==> src/bmrf_consts.vh <==
// constants for the banked mode register file
`ifndef BMRF_CONSTS_VH
`define BMRF_CONSTS_VH
// ----------------------------------------
// mode field encodings
// ----------------------------------------
`define BMRF_MODE_USER       5'h10
`define BMRF_MODE_FAST       5'h11
`define BMRF_MODE_IRQ        5'h12
`define BMRF_MODE_SUPERVISOR 5'h13
`define BMRF_MODE_ABORT      5'h17
`define BMRF_MODE_UNDEFINED_INSTRUCTION_MODE      5'h1b
`define BMRF_MODE_SYSTEM     5'h1f
// ----------------------------------------
// status word field positions
// ----------------------------------------
`define BMRF_SW_N      31
`define BMRF_SW_Z      30
`define BMRF_SW_C      29
`define BMRF_SW_V      28
`define BMRF_SW_IRQ_DIS 7
`define BMRF_SW_FIQ_DIS 6
`define BMRF_SW_STATE  5
`define BMRF_SW_MODE_HI 4
`define BMRF_SW_MODE_LO 0
// implemented bits of the status word
`define BMRF_SW_MASK   32'hf00000ff
// ----------------------------------------
// reset values and addresses
// ----------------------------------------
`define BMRF_SW_RESET  32'h000000d3
`define BMRF_VECTOR_BASE 32'h00000000
`define BMRF_PC_INDEX  4'hf
`define BMRF_LR_INDEX  4'he
`define BMRF_SP_INDEX  4'hd
`define BMRF_WORD_ALIGN 32'hfffffffc
`define BMRF_HALF_ALIGN 32'hfffffffe
`endif

==> src/bmrf_bank_decode.v <==
// decode of mode field into bank selects
`timescale 1ns/1ps
`include "bmrf_consts.vh"
module bmrf_bank_decode (
    input  wire [4:0] mode_in,
    output reg        fast_bank_out,
    output reg  [2:0] sp_lr_bank_out,
    output reg        has_saved_out,
    output reg        privileged_out,
    output reg        mode_valid_out
);
    // ----------------------------------------
    // bank selection
    // ----------------------------------------
    // combinational so the next access sees a new mode
    always @* begin
        fast_bank_out  = 1'b0;
        sp_lr_bank_out = 3'h0;
        has_saved_out  = 1'b1;
        privileged_out = 1'b1;
        mode_valid_out = 1'b1;
        case (mode_in)
            `BMRF_MODE_USER: begin
                has_saved_out  = 1'b0;
                privileged_out = 1'b0;
            end
            `BMRF_MODE_SYSTEM: begin
                has_saved_out = 1'b0; // user bank, privileged
            end
            `BMRF_MODE_FAST: begin
                fast_bank_out  = 1'b1;
                sp_lr_bank_out = 3'h1;
            end
            `BMRF_MODE_IRQ:        sp_lr_bank_out = 3'h2;
            `BMRF_MODE_SUPERVISOR: sp_lr_bank_out = 3'h3;
            `BMRF_MODE_ABORT:      sp_lr_bank_out = 3'h4;
            `BMRF_MODE_UNDEFINED_INSTRUCTION_MODE:      sp_lr_bank_out = 3'h5;
            default: begin
                has_saved_out  = 1'b0;
                mode_valid_out = 1'b0;
            end
        endcase
    end
endmodule

==> src/bmrf_status_unit.v <==
// current and saved status words with save and restore
`timescale 1ns/1ps
`include "bmrf_consts.vh"
module bmrf_status_unit (
    input  wire        clk_in,
    input  wire        reset_n_in,
    input  wire [2:0]  bank_in,
    input  wire        has_saved_in,
    input  wire        exc_entry_in,
    input  wire [31:0] exc_status_in,
    input  wire        exc_return_in,
    input  wire        sw_write_in,
    input  wire [31:0] sw_data_in,
    input  wire        saved_write_in,
    input  wire [31:0] saved_data_in,
    output reg  [31:0] current_status_word_out,
    output wire [31:0] saved_status_word_out
);
    reg [31:0] saved_reg [1:5];
    wire [31:0] saved_sel;
    assign saved_sel = (bank_in >= 3'h1 && bank_in <= 3'h5) ? saved_reg[bank_in] : 32'h0;
    assign saved_status_word_out = has_saved_in ? saved_sel : 32'h0;

    // ----------------------------------------
    // current status word
    // ----------------------------------------
    always @(posedge clk_in or negedge reset_n_in) begin
        if (!reset_n_in) begin
            current_status_word_out <= `BMRF_SW_RESET;
        end else if (exc_entry_in) begin
            current_status_word_out <= exc_status_in & `BMRF_SW_MASK;
        end else if (exc_return_in && has_saved_in) begin
            current_status_word_out <= saved_sel;
        end else if (sw_write_in) begin
            current_status_word_out <= sw_data_in & `BMRF_SW_MASK;
        end
    end

    // ----------------------------------------
    // saved status words, one per exception mode
    // ----------------------------------------
    // entry saves into the bank of the mode being entered, not the current one
    reg [2:0] entry_bank;
    always @* begin
        case (exc_status_in[`BMRF_SW_MODE_HI:`BMRF_SW_MODE_LO])
            `BMRF_MODE_FAST:       entry_bank = 3'h1;
            `BMRF_MODE_IRQ:        entry_bank = 3'h2;
            `BMRF_MODE_SUPERVISOR: entry_bank = 3'h3;
            `BMRF_MODE_ABORT:      entry_bank = 3'h4;
            `BMRF_MODE_UNDEFINED_INSTRUCTION_MODE:      entry_bank = 3'h5;
            default:               entry_bank = 3'h0;
        endcase
    end

    genvar g;
    generate
        for (g = 1; g <= 5; g = g + 1) begin : g_saved
            always @(posedge clk_in) begin
                if (exc_entry_in) begin
                    if (entry_bank == g)
                        saved_reg[g] <= current_status_word_out;
                end else if (saved_write_in && has_saved_in && bank_in == g) begin
                    saved_reg[g] <= saved_data_in & `BMRF_SW_MASK;
                end
            end
        end
    endgenerate
endmodule

==> src/bmrf_register_file.v <==
// banked mode register file top
`timescale 1ns/1ps
`include "bmrf_consts.vh"
module bmrf_register_file (
    input  wire        clk_in,
    input  wire        reset_n_in,
    input  wire [3:0]  rd_a_index_in,
    input  wire [3:0]  rd_b_index_in,
    input  wire [3:0]  rd_c_index_in,
    input  wire        wr_en_in,
    input  wire [3:0]  wr_index_in,
    input  wire [31:0] wr_data_in,
    input  wire        pc_advance_in,
    input  wire        call_in,
    input  wire [31:0] call_target_in,
    input  wire        exc_entry_in,
    input  wire [4:0]  exc_mode_in,
    input  wire [31:0] exc_vector_offset_in,
    input  wire [31:0] exc_return_addr_in,
    input  wire        exc_return_in,
    input  wire        status_write_in,
    input  wire [31:0] status_data_in,
    input  wire        saved_write_in,
    input  wire [31:0] saved_data_in,
    input  wire [31:0] data_addr_in,
    input  wire [1:0]  data_size_in,
    output wire [31:0] rd_a_data_out,
    output wire [31:0] rd_b_data_out,
    output wire [31:0] rd_c_data_out,
    output wire [31:0] pc_out,
    output wire [31:0] current_status_word_out,
    output wire [31:0] saved_status_word_out,
    output wire [4:0]  mode_out,
    output wire        compact_state_out,
    output wire        privileged_out,
    output wire        mode_valid_out,
    output wire        has_saved_out,
    output wire        fetch_size_out,
    output wire        misaligned_out
);
    // ----------------------------------------
    // storage
    // ----------------------------------------
    reg [31:0] low_reg  [0:7];   // unbanked 0..7
    reg [31:0] user_hi_reg [8:14];
    reg [31:0] fast_hi_reg [8:12];
    reg [31:0] sp_bank_reg [1:5];
    reg [31:0] lr_bank_reg [1:5];
    reg [31:0] pc_reg;

    wire        fast_bank;
    wire [2:0]  bank;
    wire [31:0] status_word;
    wire        do_return;
    wire [2:0]  exc_bank;
    wire        exc_fast;
    wire [31:0] return_link;
    wire [31:0] step;

    assign mode_out          = status_word[`BMRF_SW_MODE_HI:`BMRF_SW_MODE_LO];
    assign compact_state_out = status_word[`BMRF_SW_STATE];
    assign current_status_word_out = status_word;
    assign do_return = exc_return_in & has_saved_out;

    // ----------------------------------------
    // mode decode for current and target mode
    // ----------------------------------------
    bmrf_bank_decode u_cur_decode (
        .mode_in        (mode_out),
        .fast_bank_out  (fast_bank),
        .sp_lr_bank_out (bank),
        .has_saved_out  (has_saved_out),
        .privileged_out (privileged_out),
        .mode_valid_out (mode_valid_out)
    );

    bmrf_bank_decode u_exc_decode (
        .mode_in        (exc_mode_in),
        .fast_bank_out  (exc_fast),
        .sp_lr_bank_out (exc_bank),
        .has_saved_out  (),
        .privileged_out (),
        .mode_valid_out ()
    );

    // ----------------------------------------
    // status words
    // ----------------------------------------
    wire [31:0] entry_status;
    assign entry_status = {status_word[31:8], 2'b11 & {1'b1, exc_fast | status_word[6]},
                           1'b0, exc_mode_in};

    bmrf_status_unit u_status (
        .clk_in                  (clk_in),
        .reset_n_in              (reset_n_in),
        .bank_in                 (bank),
        .has_saved_in            (has_saved_out),
        .exc_entry_in            (exc_entry_in),
        .exc_status_in           (entry_status),
        .exc_return_in           (exc_return_in),
        .sw_write_in             (status_write_in),
        .sw_data_in              (status_data_in),
        .saved_write_in          (saved_write_in),
        .saved_data_in           (saved_data_in),
        .current_status_word_out (status_word),
        .saved_status_word_out   (saved_status_word_out)
    );

    // ----------------------------------------
    // banked read of one index
    // ----------------------------------------
    function [31:0] read_reg;
        input [3:0] idx;
        begin
            if (idx == `BMRF_PC_INDEX)
                read_reg = pc_reg;
            else if (idx[3] == 1'b0)
                read_reg = low_reg[idx[2:0]];
            else if (idx >= `BMRF_SP_INDEX && bank != 3'h0)
                read_reg = (idx == `BMRF_SP_INDEX) ? sp_bank_reg[bank]
                                                   : lr_bank_reg[bank];
            else if (idx <= 4'hc && fast_bank)
                read_reg = fast_hi_reg[idx];
            else
                read_reg = user_hi_reg[idx];
        end
    endfunction

    // three read ports over the 16 visible registers
    assign rd_a_data_out = read_reg(rd_a_index_in);
    assign rd_b_data_out = read_reg(rd_b_index_in);
    assign rd_c_data_out = read_reg(rd_c_index_in);
    assign pc_out        = pc_reg;

    // ----------------------------------------
    // instruction width and alignment
    // ----------------------------------------
    assign fetch_size_out = ~compact_state_out;
    assign step = compact_state_out ? 32'h00000002 : 32'h00000004;
    assign misaligned_out = (data_size_in == 2'h2 && data_addr_in[1:0] != 2'h0) ||
                            (data_size_in == 2'h1 && data_addr_in[0]);
    assign return_link = pc_reg + step;

    // ----------------------------------------
    // program counter, one write per cycle
    // ----------------------------------------
    // pc advances by one step, 2 or 4 bytes, on pc_advance_in when no other pc write is taken
    always @(posedge clk_in or negedge reset_n_in) begin
        if (!reset_n_in) begin
            pc_reg <= `BMRF_VECTOR_BASE;
        end else if (exc_entry_in) begin
            pc_reg <= `BMRF_VECTOR_BASE + exc_vector_offset_in;
        end else if (do_return) begin
            pc_reg <= (bank != 3'h0) ? lr_bank_reg[bank] : user_hi_reg[14];
        end else if (call_in) begin
            pc_reg <= call_target_in;
        end else if (wr_en_in && wr_index_in == `BMRF_PC_INDEX) begin
            pc_reg <= wr_data_in;
        end else if (pc_advance_in) begin
            pc_reg <= pc_reg + step;
        end
    end

    // ----------------------------------------
    // unbanked registers
    // ----------------------------------------
    genvar i;
    generate
        for (i = 0; i < 8; i = i + 1) begin : g_low
            always @(posedge clk_in) begin
                if (wr_en_in && wr_index_in == i)
                    low_reg[i] <= wr_data_in;
            end
        end
    endgenerate

    // ----------------------------------------
    // registers 8 to 12, user and fast copies
    // ----------------------------------------
    generate
        for (i = 8; i <= 12; i = i + 1) begin : g_mid
            always @(posedge clk_in) begin
                if (wr_en_in && wr_index_in == i && !fast_bank)
                    user_hi_reg[i] <= wr_data_in;
            end
            always @(posedge clk_in) begin
                if (wr_en_in && wr_index_in == i && fast_bank)
                    fast_hi_reg[i] <= wr_data_in;
            end
        end
    endgenerate

    // ----------------------------------------
    // user and system stack pointer and link
    // ----------------------------------------
    always @(posedge clk_in) begin
        if (bank == 3'h0 && wr_en_in && wr_index_in == `BMRF_SP_INDEX)
            user_hi_reg[13] <= wr_data_in;
    end

    always @(posedge clk_in) begin
        if (exc_entry_in) begin
            user_hi_reg[14] <= user_hi_reg[14];
        end else if (bank == 3'h0 && call_in) begin
            user_hi_reg[14] <= return_link;
        end else if (bank == 3'h0 && wr_en_in && wr_index_in == `BMRF_LR_INDEX) begin
            user_hi_reg[14] <= wr_data_in;
        end
    end

    // ----------------------------------------
    // exception mode stack pointer and link
    // ----------------------------------------
    generate
        for (i = 1; i <= 5; i = i + 1) begin : g_exc
            always @(posedge clk_in) begin
                if (bank == i && wr_en_in && wr_index_in == `BMRF_SP_INDEX)
                    sp_bank_reg[i] <= wr_data_in;
            end
            always @(posedge clk_in) begin
                if (exc_entry_in) begin
                    if (exc_bank == i)
                        lr_bank_reg[i] <= exc_return_addr_in;
                end else if (bank == i && call_in) begin
                    lr_bank_reg[i] <= return_link;
                end else if (bank == i && wr_en_in && wr_index_in == `BMRF_LR_INDEX) begin
                    lr_bank_reg[i] <= wr_data_in;
                end
            end
        end
    endgenerate

    // privilege of every non user mode comes from the decoder
    // storage above: 8+7+5+5+5+1 general plus 1+5 status words
endmodule

==> config.mk <==
export PLATFORM = sky130hd
export DESIGN_NAME = bmrf_register_file
export DESIGN_NICKNAME = d
export VERILOG_FILES = /design/src/bmrf_bank_decode.v /design/src/bmrf_status_unit.v /design/src/bmrf_register_file.v
export VERILOG_INCLUDE_DIRS = /design/src
export SDC_FILE = /design/constraint.sdc
export NUM_CORES = 2
export LEC_CHECK = 0
export BUFFER_PORTS_ARGS = -buffer_cell sky130_fd_sc_hd__buf_2
export CAP_MARGIN = 10
export CORE_AREA = 4 4 473 475
export DETAILED_ROUTE_END_ITERATION = 6
export DIE_AREA = 0 0 477 479
export PLACE_DENSITY = 0.46
export SETUP_SLACK_MARGIN = 0.3
export SLEW_MARGIN = 20
export SYNTH_ARGS = -nofsm -noshare
export SYNTH_HDL_FRONTEND = slang
export SYNTH_HIERARCHICAL = 1
export SYNTH_SLANG_ARGS = --single-unit
==> constraint.sdc <==
create_clock -name clk_in -period 5.7 [get_ports clk_in]
set_clock_uncertainty 0.15 [all_clocks]
set_input_delay 0.285 -clock clk_in [delete_from_list [all_inputs] [get_ports clk_in]]
set_output_delay 0.285 -clock clk_in [all_outputs]
set_load 0.01 [all_outputs]
==> results.txt <==
- The flow ran to the end, and the final reports show no timing, DRC or antenna violations.
- STA classifies the critical path startpoint as a flip-flop.
* Required time of the worst setup path: 5.27 ns
* Top-level I/O count: 459
* Area of the die: 0.228 mm^2
* Via count of the routed design: 51104
- Final weighted congestion of routability-driven global placement: 0.964
- In this run the worst path has a maximum fanout of 32.
- Type of the most critical hold path: in2reg
* Most common cell after layout, fill and taps aside: sky130_fd_sc_hd__edfxtp_1
* Mapped Nets: 5129
- Initial core utilization: 29.9%
* Share of post-route cells with drive strength above 1: 28.3%
- PnR worst setup slack: 0.262 ns
- Dividing total power by cell area gives a power density of 292 mW/mm^2.
* Yosys warns: 6
- Leaving out filler cells and counting taps, the final layout contains 8396.
- STA puts the critical path data arrival time at 5.00 ns.
* Pin count of the biggest net entering global routing: 88
- In this run the cell area of the synthesized design comes to 0.0655 mm^2.
- Final count of hold timing violations: 0
* Final period demand of the worst path: 5.44 ns
* Clock Tree Buf Depth: 3
* Width of the die: 477 um
- Once placement completed, the tool counted placed cells totaling 7923.
* CTS Buf Count: 146
* Share of the clock period used by the worst path after layout: 95.4%
- Summing all non-filler instances in the final layout gives an area of 0.0782 mm^2.
* Final Max Slew Viols: 0
- STA classifies the critical path endpoint as an output pin.
- Starting DRT DRC Count: 6888
* Part of the power in combinational logic: 16.1%
- Vias in the first global route: 49320
- Placeable core area: 0.219 mm^2
* Rows: 172
- Int Pwr: 16.1 mW
* Number of inserted filler cells in the final layout: 21281
* Total chip power: 22.8 mW
- Net switching power figure: 6.68 mW
- Based on the critical path, the design can be clocked at up to 0.184 GHz.
* Total Nets Final: 5638
- Leak: 26.7 nW
- Final setup vio count: 0
- In this run the tightest slew margin relative to its limit is 23.3%.
- Clk Latency, worst-skew pair: 0.82 ns
* Sum of routed wire length over all layers: 308 mm
- # port buffers: 388
* Leading cell types in the layout, fill and taps excluded: sky130_fd_sc_hd__edfxtp_1, sky130_fd_sc_hd__mux4_2, sky130_fd_sc_hd__buf_2
* Sequential share of power: 44.0%
* Number of antenna violations at the first check in global routing: 54
* Peak supply drop: 319 uV
* Number of H-tree levels: 4
- Global routing used 26.0% of the available tracks.
* Switching share of power: 29.3%
- DRC errors left: 0
- Via count normalized by instance count: 6.09
- Prior to clock tree synthesis, the placed netlist has a worst setup slack of 0.771 ns.
* Measured slew at the worst slew-check pin: 1.15 ns
- After detailed placement, the total cell area comes to 0.0716 mm^2.
- Max-Cap Viols: 0
* Detailed-placement wirelength estimate: 206 mm
- ANT nets after route: 0
- Part of the power in the clock network: 39.9%
* Post-detailed-route wirelength per cell: 36.6 um
- Clock-pin slew was measured on the worst setup and hold paths at 0.06 ns.
- The register with the most flip-flops in the layout has 256 of them.
- The total overflow left after global routing is 0.
* Area overhead of the layout relative to synthesis: 19.3%
- CTS tree: done
* Wire length of the first global-routing pass: 416 mm
- Measured on the finished design, the core utilization comes to 35.6%.
* Library cell used as clock root buffer: sky130_fd_sc_hd__clkbuf_16
- Averaged over all synthesized cells, the footprint is 13.5 um^2.
* Path type of the worst setup path: reg2out
* RSZ-0062 raised after global routing: true
- Drt pass-1 iters: 6
- For this design, the sink count on the clock tree is 1184.
* Post-Syn Instances: 4870
- Height of the die: 479 um
- After routing, the total negative slack on setup checks comes to 0 ns.
* Hold_ws: 0.0676 ns
## what timing repair did
action,4_1_cts,5_1_grt
gates resized for setup,18,15
hold endpoints to repair,1063,0
hold buffers,171,0
endpoints found under the setup margin,59,32
pin swaps,2,0
buffers inserted,8,0
gates cloned,0,0
## metal layers
metal  routed length, um  global-route usage (%)  up-vias
met2              140000                    41.0     3177
met5                 176                       0        -
li1                    -                       -    20670
met1              118000                    33.2    26596
met3               31600                    7.03      635
met4               17300                    12.7       26
## worst max-delay path, stage by stage (launching register included)
cell,delay [ns]
sky130_fd_sc_hd__dfrtp_1,0.60
sky130_fd_sc_hd__nor2_1,0.28
sky130_fd_sc_hd__and3_4,0.52
sky130_fd_sc_hd__buf_4,0.39
sky130_fd_sc_hd__or3_1,0.41
sky130_fd_sc_hd__nand4_1,0.41
sky130_fd_sc_hd__nor2_2,0.44
sky130_fd_sc_hd__buf_4,0.32
sky130_fd_sc_hd__a22oi_1,0.09
sky130_fd_sc_hd__nand2_1,0.45
sky130_fd_sc_hd__buf_2,0.23
## layout make-up
| class | count | area (um^2) | share of cell area [%] |
|---|---|---|---|
| timing repair buffer | 809 | 5800 | 7.42 |
| multi-input combinational | 3207 | 28700 | 36.8 |
| clock inverter | 74 | 753 | 0.964 |
| clock buffer | 188 | 3840 | 4.91 |
| antenna | 32 | 80.1 | 0.102 |
| tap | 2871 | 3590 | 4.60 |
| inverter | 31 | 118 | 0.150 |
| sequential | 1184 | 35200 | 45.1 |
## final timing paths
path | from | end | slack, ns | depth (start not counted)
hold / removal | status_write_in | u_status/current_status_word_out[6] | 0.07 | 4
min in group asynchronous | reset_n_in | u_status/current_status_word_out[4] | 0.47 | 3
setup / recovery | u_status/current_status_word_out[3] | rd_a_data_out[1] | 0.26 | 10
hold reg to reg | u_status/current_status_word_out[21] | u_status/current_status_word_out[21] | 0.43 | 2
setup reg to reg | u_status/current_status_word_out[5] | pc_out[31] | 0.81 | 10
max in group asynchronous | reset_n_in | pc_out[22] | 4.06 | 4
## power groups by stage
stage	registers [mW]	clock network [mW]	logic, mW
2_1_floorplan	9.99	0	1.85
3_3_place_gp	10.2	0	3.43
3_5_place_dp	10.2	0	3.44
4_1_cts	10.0	9.24	3.61
5_1_grt	10.0	9.61	3.81
6_report	10.0	9.10	3.67
(Power assumes the default switching activity.)
